--- src/rtl/sysctl_consts.vh ---
// constants for the system control register block
`ifndef SYSCTL_CONSTS_VH
`define SYSCTL_CONSTS_VH

// register byte offsets on the bus
`define OFS_SYSTEM_CONTROL 8'h00
`define OFS_SERIAL_TIMER_CONTROL 8'h04
`define OFS_MODE_ENABLE 8'h08

// system_control bit positions
`define BIT_WIDE_AREA_SELECT_ENABLE 7
`define BIT_IO_STROBE_ENABLE 6
`define BIT_IRQ_CTRL_MODE_HI 5
`define BIT_IRQ_CTRL_MODE_LO 4
`define BIT_RESET_SOURCE_FLAG 3
`define BIT_NONMASK_IRQ_EDGE_SELECT 2
`define BIT_KEYPAD_WINDOW_SELECT 1
`define BIT_ONCHIP_RAM_ENABLE 0

// serial_timer_control bit positions
`define BIT_I2C_RATE_EXT_CH2 7
`define BIT_I2C_RATE_EXT_CH0 5

// mode_enable bit position
`define BIT_EXTENDED_MODE_ENABLE 0

// reset values of single bits
`define RST_RESET_SOURCE_FLAG 1'b1
`define RST_ONCHIP_RAM_ENABLE 1'b1
`define RST_CLEAR_BIT 1'b0

// cpu address regions, 24-bit addresses
`define WIDE_AREA_LO 24'hf80000
`define WIDE_AREA_HI 24'hfbffff
`define IO_AREA_LO 24'hfff000
`define IO_AREA_HI 24'hfff7ff
`define SHARED_WIN_A_LO 24'hfffff0
`define SHARED_WIN_A_HI 24'hfffff7
`define SHARED_WIN_B_LO 24'hfffffc
`define SHARED_WIN_B_HI 24'hffffff

// bus encodings
`define HTRANS_NONSEQ_BIT 1
`define HRESP_OKAY 1'b0

`endif

--- src/rtl/system_control_registers.v ---
// system control and serial timer control registers with ahb-lite access
// Overview of operation
// (RULE1) In extended mode with the wide-area bit set, the chip select goes low for f80000-fbffff.
// (RULE2) In extended mode with the io strobe bit clear, the strobe goes low on any external access.
// (RULE3) With the io strobe bit set, the strobe goes low only for fff000-fff7ff.
// (RULE4) The interrupt mode field picks mode 0 or 1; its upper bit is read-only zero.
// (RULE5) The reset source flag reads 0 after a watchdog reset and 1 after an external one.
// (RULE6) The nmi edge bit picks a falling edge when 0 and a rising edge when 1.
// (RULE7) With the keypad window bit clear, the shared window reaches the two aux timers.
// (RULE8) With the keypad window bit set, the shared window reaches the keypad registers.
// (RULE9) The ram enable bit disables on-chip ram when 0 and enables it when 1.
// (RULE10) The ram enable bit returns to 1 whenever reset is applied.
// (RULE11) The top three serial timer bits each set the i2c rate extension of one channel.
// (RULE12) External pin functions apply only once software sets the extended mode bit.
// (RULE13) Writes to the read-only flag and upper mode bit are dropped; reads show them.
`timescale 1ns/1ps
`include "sysctl_consts.vh"

module system_control_registers #(
    parameter ADDR_W = 24
)(
    input wire hclk,
    input wire hresetn,
    input wire hsel,
    input wire [31:0] haddr,
    input wire [1:0] htrans,
    input wire hwrite,
    input wire [2:0] hsize,
    input wire [31:0] hwdata,
    input wire hready,
    output reg hreadyout,
    output reg [31:0] hrdata,
    output reg hresp,
    input wire wdt_reset_cause,
    input wire [ADDR_W-1:0] cpu_addr,
    input wire cpu_access,
    input wire cpu_ext_access,
    input wire nmi_in,
    output reg nmi_request,
    output reg wide_area_chip_select_n,
    output reg wait_pin_function,
    output reg external_access_strobe_n,
    output reg io_strobe_mode,
    output reg aux_timer_window_sel,
    output reg keypad_window_sel,
    output reg onchip_ram_enable,
    output reg [1:0] irq_ctrl_mode,
    output reg [2:0] i2c_rate_ext
);

    // register bits
    reg wide_area_select_enable_q;
    reg io_strobe_enable_q;
    reg irq_ctrl_mode_lo_q;
    reg reset_source_flag_q;
    reg nonmask_irq_edge_select_q;
    reg keypad_window_select_q;
    reg onchip_ram_enable_q;
    reg [2:0] i2c_rate_ext_q;
    reg extended_mode_enable_q;

    // bus pipeline state, reset cause capture flag and nmi edge history
    reg wr_pend_q;
    reg rd_pend_q;
    reg [7:0] addr_q;
    reg src_captured_q;
    reg nmi_prev_q;

    // decoder outputs
    wire in_wide_area;
    wire in_io_area;
    wire in_shared_window;

    wire addr_phase;
    wire [7:0] sysctl_value;
    wire [7:0] stctl_value;
    wire [7:0] mode_value;
    reg [7:0] read_mux_d;

    // word-aligned register match, upper address bits left to hsel
    function reg_hit;
        input [7:0] addr;
        input [7:0] ofs;
        begin
            reg_hit = (addr[7:2] == ofs[7:2]);
        end
    endfunction

    address_window_decode #(
        .ADDR_W(ADDR_W)
    ) u_decode (
        .cpu_addr(cpu_addr),
        .in_wide_area(in_wide_area),
        .in_io_area(in_io_area),
        .in_shared_window(in_shared_window)
    );

    // a transfer is taken only when the bus is ready and nonseq/seq
    assign addr_phase = hsel && hready && htrans[`HTRANS_NONSEQ_BIT];

    // register images as software reads them
    assign sysctl_value = {wide_area_select_enable_q,
                           io_strobe_enable_q,
                           `RST_CLEAR_BIT, // RULE4
                           irq_ctrl_mode_lo_q,
                           reset_source_flag_q, // RULE13
                           nonmask_irq_edge_select_q,
                           keypad_window_select_q,
                           onchip_ram_enable_q};
    // low serial timer bits belong to other blocks and read zero here
    assign stctl_value = {i2c_rate_ext_q, 5'h00};
    assign mode_value = {7'h00, extended_mode_enable_q};

    // read data select, unmapped offsets read zero
    always @*
    begin
        read_mux_d = 8'h00;
        if (reg_hit(addr_q, `OFS_SYSTEM_CONTROL))
            read_mux_d = sysctl_value;
        else if (reg_hit(addr_q, `OFS_SERIAL_TIMER_CONTROL))
            read_mux_d = stctl_value;
        else if (reg_hit(addr_q, `OFS_MODE_ENABLE))
            read_mux_d = mode_value;
    end

    // bus slave: writes are zero wait; reads take one wait state so
    // a write in the preceding data phase is already visible
    always @(posedge hclk or negedge hresetn)
    begin
        if (!hresetn)
        begin
            wr_pend_q <= 1'b0;
            rd_pend_q <= 1'b0;
            addr_q <= 8'h00;
            hreadyout <= 1'b1;
            hrdata <= 32'h00000000;
            hresp <= `HRESP_OKAY;
        end
        else
        begin
            hresp <= `HRESP_OKAY;
            if (rd_pend_q)
            begin
                hrdata <= {24'h000000, read_mux_d};
                hreadyout <= 1'b1;
                rd_pend_q <= 1'b0;
                wr_pend_q <= 1'b0;
            end
            else if (addr_phase)
            begin
                addr_q <= haddr[7:0];
                wr_pend_q <= hwrite;
                rd_pend_q <= !hwrite;
                hreadyout <= hwrite; // read inserts one wait cycle
            end
            else
            begin
                wr_pend_q <= 1'b0;
            end
        end
    end

    // register writes land at the end of the write data phase
    always @(posedge hclk or negedge hresetn)
    begin
        if (!hresetn)
        begin
            wide_area_select_enable_q <= `RST_CLEAR_BIT;
            io_strobe_enable_q <= `RST_CLEAR_BIT;
            irq_ctrl_mode_lo_q <= `RST_CLEAR_BIT;
            nonmask_irq_edge_select_q <= `RST_CLEAR_BIT;
            keypad_window_select_q <= `RST_CLEAR_BIT;
            onchip_ram_enable_q <= `RST_ONCHIP_RAM_ENABLE; // RULE10
            i2c_rate_ext_q <= 3'h0; // RULE11
            extended_mode_enable_q <= `RST_CLEAR_BIT; // RULE12
        end
        else if (wr_pend_q)
        begin
            if (reg_hit(addr_q, `OFS_SYSTEM_CONTROL))
            begin
                // flag and upper mode bit are not writable
                wide_area_select_enable_q <= hwdata[`BIT_WIDE_AREA_SELECT_ENABLE];
                io_strobe_enable_q <= hwdata[`BIT_IO_STROBE_ENABLE];
                irq_ctrl_mode_lo_q <= hwdata[`BIT_IRQ_CTRL_MODE_LO]; // RULE13
                nonmask_irq_edge_select_q <= hwdata[`BIT_NONMASK_IRQ_EDGE_SELECT];
                keypad_window_select_q <= hwdata[`BIT_KEYPAD_WINDOW_SELECT];
                onchip_ram_enable_q <= hwdata[`BIT_ONCHIP_RAM_ENABLE]; // RULE9
            end
            if (reg_hit(addr_q, `OFS_SERIAL_TIMER_CONTROL))
                i2c_rate_ext_q <= hwdata[`BIT_I2C_RATE_EXT_CH2:`BIT_I2C_RATE_EXT_CH0]; // RULE11
            if (reg_hit(addr_q, `OFS_MODE_ENABLE))
                extended_mode_enable_q <= hwdata[`BIT_EXTENDED_MODE_ENABLE]; // RULE12
        end
    end

    // reset cause strap caught on the first edge after release, since an
    // asynchronous reset may only load constants
    always @(posedge hclk or negedge hresetn)
    begin
        if (!hresetn)
        begin
            reset_source_flag_q <= `RST_RESET_SOURCE_FLAG; // RULE5
            src_captured_q <= 1'b0;
        end
        else if (!src_captured_q)
        begin
            reset_source_flag_q <= !wdt_reset_cause; // RULE5
            src_captured_q <= 1'b1;
        end
    end

    // nmi edge detector; input is already synchronous to hclk
    always @(posedge hclk or negedge hresetn)
    begin
        if (!hresetn)
        begin
            nmi_prev_q <= 1'b0;
            nmi_request <= 1'b0;
        end
        else
        begin
            nmi_prev_q <= nmi_in;
            if (nonmask_irq_edge_select_q)
                nmi_request <= nmi_in && !nmi_prev_q; // RULE6
            else
                nmi_request <= !nmi_in && nmi_prev_q; // RULE6
        end
    end

    // external pin functions; chip select and strobe idle high in single-chip mode so no
    // stray strobe appears before software enables extended mode
    always @(posedge hclk or negedge hresetn)
    begin
        if (!hresetn)
        begin
            wide_area_chip_select_n <= 1'b1;
            wait_pin_function <= 1'b0;
            external_access_strobe_n <= 1'b1;
            io_strobe_mode <= 1'b0;
        end
        else
        begin
            wide_area_chip_select_n <= !(extended_mode_enable_q // RULE12
                && wide_area_select_enable_q && cpu_ext_access && in_wide_area); // RULE1
            wait_pin_function <= extended_mode_enable_q && !wide_area_select_enable_q; // RULE1
            io_strobe_mode <= extended_mode_enable_q && io_strobe_enable_q;
            if (!extended_mode_enable_q)
                external_access_strobe_n <= 1'b1; // RULE12
            else if (io_strobe_enable_q)
                external_access_strobe_n <= !(cpu_ext_access && in_io_area); // RULE3
            else
                external_access_strobe_n <= !cpu_ext_access; // RULE2
        end
    end

    // shared window steering and plain control outputs
    always @(posedge hclk or negedge hresetn)
    begin
        if (!hresetn)
        begin
            aux_timer_window_sel <= 1'b0;
            keypad_window_sel <= 1'b0;
            onchip_ram_enable <= `RST_ONCHIP_RAM_ENABLE;
            irq_ctrl_mode <= 2'h0;
            i2c_rate_ext <= 3'h0;
        end
        else
        begin
            aux_timer_window_sel <= cpu_access && in_shared_window
                && !keypad_window_select_q; // RULE7
            keypad_window_sel <= cpu_access && in_shared_window
                && keypad_window_select_q; // RULE8
            onchip_ram_enable <= onchip_ram_enable_q; // RULE9
            irq_ctrl_mode <= {`RST_CLEAR_BIT, irq_ctrl_mode_lo_q}; // RULE4
            i2c_rate_ext <= i2c_rate_ext_q; // RULE11
        end
    end

    // hsize is accepted but only whole-word transfers are expected
    wire unused_size = |hsize;

endmodule

--- src/rtl/address_window_decode.v ---
// cpu address region decoder for the external pins and shared window
`timescale 1ns/1ps
`include "sysctl_consts.vh"

module address_window_decode #(
    parameter ADDR_W = 24
)(
    input wire [ADDR_W-1:0] cpu_addr,
    output wire in_wide_area,
    output wire in_io_area,
    output wire in_shared_window
);

    // inclusive range check, shared by every region
    function in_range;
        input [ADDR_W-1:0] addr;
        input [ADDR_W-1:0] lo;
        input [ADDR_W-1:0] hi;
        begin
            in_range = (addr >= lo) && (addr <= hi);
        end
    endfunction

    // 256-kbyte expansion area behind the wide chip select
    assign in_wide_area = in_range(cpu_addr, `WIDE_AREA_LO, `WIDE_AREA_HI);

    // i/o expansion area behind the io strobe
    assign in_io_area = in_range(cpu_addr, `IO_AREA_LO, `IO_AREA_HI);

    // two slices shared between timers and keypad control
    assign in_shared_window = in_range(cpu_addr, `SHARED_WIN_A_LO, `SHARED_WIN_A_HI)
        || in_range(cpu_addr, `SHARED_WIN_B_LO, `SHARED_WIN_B_HI);

endmodule

--- config.mk ---
export PLATFORM = sky130hd
export DESIGN_NAME = system_control_registers
export DESIGN_NICKNAME = d
export VERILOG_FILES = /design/src/rtl/system_control_registers.v /design/src/rtl/address_window_decode.v
export VERILOG_INCLUDE_DIRS = /design/src /design/src/rtl
export SDC_FILE = /design/constraint.sdc
export NUM_CORES = 1
export LEC_CHECK = 0
export BUFFER_PORTS_ARGS = -buffer_cell sky130_fd_sc_hd__buf_2
export CORE_UTILIZATION = 35
export DETAILED_ROUTE_END_ITERATION = 16
export GPL_ROUTABILITY_DRIVEN = 1
export MAX_ROUTING_LAYER = met4
export PLACE_DENSITY = 0.86
export SYNTH_ARGS = -nofsm -noshare
export SYNTH_HDL_FRONTEND = slang
export SYNTH_HIERARCHICAL = 1
export SYNTH_SLANG_ARGS = --single-unit
--- constraint.sdc ---
create_clock -name hclk -period 1.4 [get_ports hclk]
set_input_delay 0.21 -clock hclk [delete_from_list [all_inputs] [get_ports hclk]]
set_output_delay 0.21 -clock hclk [all_outputs]
set_load 0.02 [all_outputs]
==> flow_metrics.env <==
export IMPL_outcome="finished with violations"
export IMPL_violations="setup timing"
export IMPL_hold_class="input pin to flop"
export IMPL_track_usage_pct=13.5
export IMPL_grt_pass1_vias=1141
export IMPL_seq_area_frac_synth_pct=57.5
export IMPL_hold_violations=0
export IMPL_die_h_um=74.5
export IMPL_wire_per_inst_um=11.6
export IMPL_clock_latency_ns=0.29
export IMPL_syn_inst=143
export IMPL_cts_max_level=2
export IMPL_ir_drop_v=0.000623
export IMPL_worstPathArrival_ns=1.65
export IMPL_period_needed_ns=1.48
export IMPL_layout_drive_gt1_share_pct=52.0
export IMPL_setup_tns_ns=-0.380
export IMPL_routabilityCongestion=0.753
export IMPL_p_leak_uw=0.00120
export IMPL_path_clk_slew_ns=0.08
export IMPL_routed_via_density=4.25
export IMPL_syn_avg_cell_area_um2=12.9
export IMPL_final_max_slew_viol_count=0
export IMPL_antennaDiodeCount=0
export IMPL_numCtsBuffers=5
export IMPL_path_cells="nor4_4 -> and4b_2 -> mux2_4"
export IMPL_area_delta_synth_final_pct=31.0
export IMPL_drv_cap=0
export IMPL_setup_violations=10
export IMPL_die_area_um2=5560
export IMPL_drtPass1Iterations=4
export IMPL_finClkSkew_ns=0.00923
export IMPL_post_dp_cell_area_um2=2220
export IMPL_slowest_stage="dfrtp_1"
export IMPL_fin_util_pct=47.6
export IMPL_wirelength_um=3390
export IMPL_core_um2=5070
export IMPL_fmax_mhz=677
export IMPL_fin_nets=324
export IMPL_r2r_setup_slack_ns=-0.08
export IMPL_cts_path_max_buffers=2
export IMPL_end_kind="flop"
export IMPL_grt_max_degree=43
export IMPL_dp_cells=283
export IMPL_worst_slack_ns=-0.0775
export IMPL_post_place_ws_ns=-0.133
export IMPL_row_count=26
export IMPL_final_area_um2=2410
export IMPL_cts_tree="built"
export IMPL_port_buffers=65
export IMPL_ys_warn_count=6
export IMPL_fill_cells=489
export IMPL_crit_required_ns=1.57
export IMPL_drc=0
export IMPL_io_pins=149
export IMPL_cp_start_kind="flop"
export IMPL_rsz0062_at_grt="yes"
export IMPL_grt_pass1_wl_um=5280
export IMPL_root_buffer="clkbuf_8"
export IMPL_syn_area_um2=1840
export IMPL_vias=1244
export IMPL_overflow=0
export IMPL_stdcell_count=293
export IMPL_clock_sinks=42
export IMPL_min_period_over_period_pct=106
export IMPL_power_density_nw_per_um2=1200
export IMPL_synth_seq_cells=42
export IMPL_cp_slowest_stage_delay_ns=0.41
export IMPL_start_util_pct=36.3
export IMPL_postRouteAntennaNets=0
export IMPL_crit_fanout=3
export IMPL_crit_type="flop to flop"
export IMPL_die_w_um=74.5
export IMPL_place_hpwl_um=2560
export IMPL_synth_distinct_cells=31
export IMPL_dr_first_iter_drc_count=90
export IMPL_grt_antenna_before_repair=0
sequential cells by signal, indices dropped and copies added (netlist names), 3 cells and up:
signal / cells
i2c_rate_ext: 3
i2c_rate_ext_q: 3
hrdata: 8
addr_q: 6
metrics by stage:
stage               hold WS, ns  power (µW)
floorplan               -0.0856        1810
global placement          0.194        1940
detailed placement        0.198        1970
CTS                      0.0446        2920
global route             0.0341        3040
finish                   0.0525        2890
worst paths after layout:
check | endpoint | startpoint | depth (start not counted)
min reg2reg | onchip_ram_enable | onchip_ram_enable_q | 0
min in group asynchronous | hrdata[2] | hresetn | 3
max | i2c_rate_ext_q[1] | addr_q[7] | 3
min | nmi_prev_q | nmi_in | 1
max reg2reg | i2c_rate_ext_q[1] | addr_q[7] | 3
max in group asynchronous | onchip_ram_enable | hresetn | 3
final cells by class:
type	count	area, µm²	share of cell area (%)
clock buffers	6	72.6	3.01
inverters	6	22.5	0.933
well taps	70	87.6	3.63
flip-flops and latches	42	1060	43.9
repair buffers	75	419	17.4
clock inverters	2	37.5	1.56
multi-input cells	92	716	29.7
per-layer routing:
| layer | vias to the layer above | share of wire, % | routed length [µm] | GRT usage [%] |
|---|---|---|---|---|
| li1 | 597 | - | - | - |
| met1 | 593 | 42 | 1420 | 16.0 |
| met2 | 47 | 51 | 1720 | 21.2 |
| met3 | 7 | 6.3 | 213 | 4.47 |
| met4 | 0 | 1.4 | 46 | 5.03 |
| met5 | - | 0 | 0 | - |
critical path: cells and delay by family, from the launching register on:
kind | cells | cell delay, ns
muxes | 1 | 0.31
and+or+nand+nor | 2 | 0.65
DFF | 1 | 0.41
report_power, final:
group | internal (µW) | switching [µW] | total (µW) | leakage [µW]
combinational | 227 | 279 | 506 | 0.000616
clock | 532 | 394 | 926 | 0.0000514
sequential | 1360 | 97.7 | 1460 | 0.000527
total | 2120 | 771 | 2890 | 0.00120
cells in the final DEF (no fill, tap or decap), types with 5 or more instances in the layout:
cell type   n
dfstp_2     6
dfrtp_1    36
nand2b_1    5
mux2_2     14
buf_4       7
conb_1     27
inv_1       5
clkbuf_8    5
o2bb2ai_2   6
nor2_1      6
buf_2      65
what timing repair did:
item                                    CTS  global route
pin swaps                                 3             6
endpoints found under the setup margin   13            17
hold buffers                              1             0
resized for setup                         9             4
buffers inserted                          1             0
endpoints found under the hold margin    36             0
Yosys cell counts:
cell type	instances	area, µm²
dfrtp_1	36	901
buf_4	26	195
mux2_2	17	191
dfstp_2	6	158
nor2_1	6	22.5
o2bb2ai_1	6	52.6
inv_1	5	18.8
nand2b_1	5	31.3
nand2_1	4	15.0
nand4_1	4	25.0
mux2i_1	3	30.0
nand3_1	3	15.0
conb_1	2	7.51
nand3b_1	2	15.0
o211ai_1	2	15.0
a2111oi_4	1	27.5
a32o_1	1	10.0
and2_1	1	6.26
and3_1	1	6.26
and4b_1	1	10.0
buf_2	1	5.00
clkbuf_1	1	3.75
clkinv_1	1	3.75
nand3_2	1	10.0
nand4b_1	1	8.76
nor2b_1	1	6.26
nor3_1	1	5.00
nor4_4	1	21.3
o21ai_0	1	5.00
o32ai_1	1	8.76
or4_4	1	11.3
cells by family (layout without fill, tap and decap cells):
kind of cell,count (synthesis),after routing,share of synthesized area (%)
AND/OR/NAND/NOR,33,33,11.3
AO/OA/AOI/OAI,12,12,6.45
multiplexers,20,20,12.0
buffers and inverters,34,89,12.3
other,2,27,0.408
flip-flops,42,42,57.5
Power figures use the tool's default switching activity.
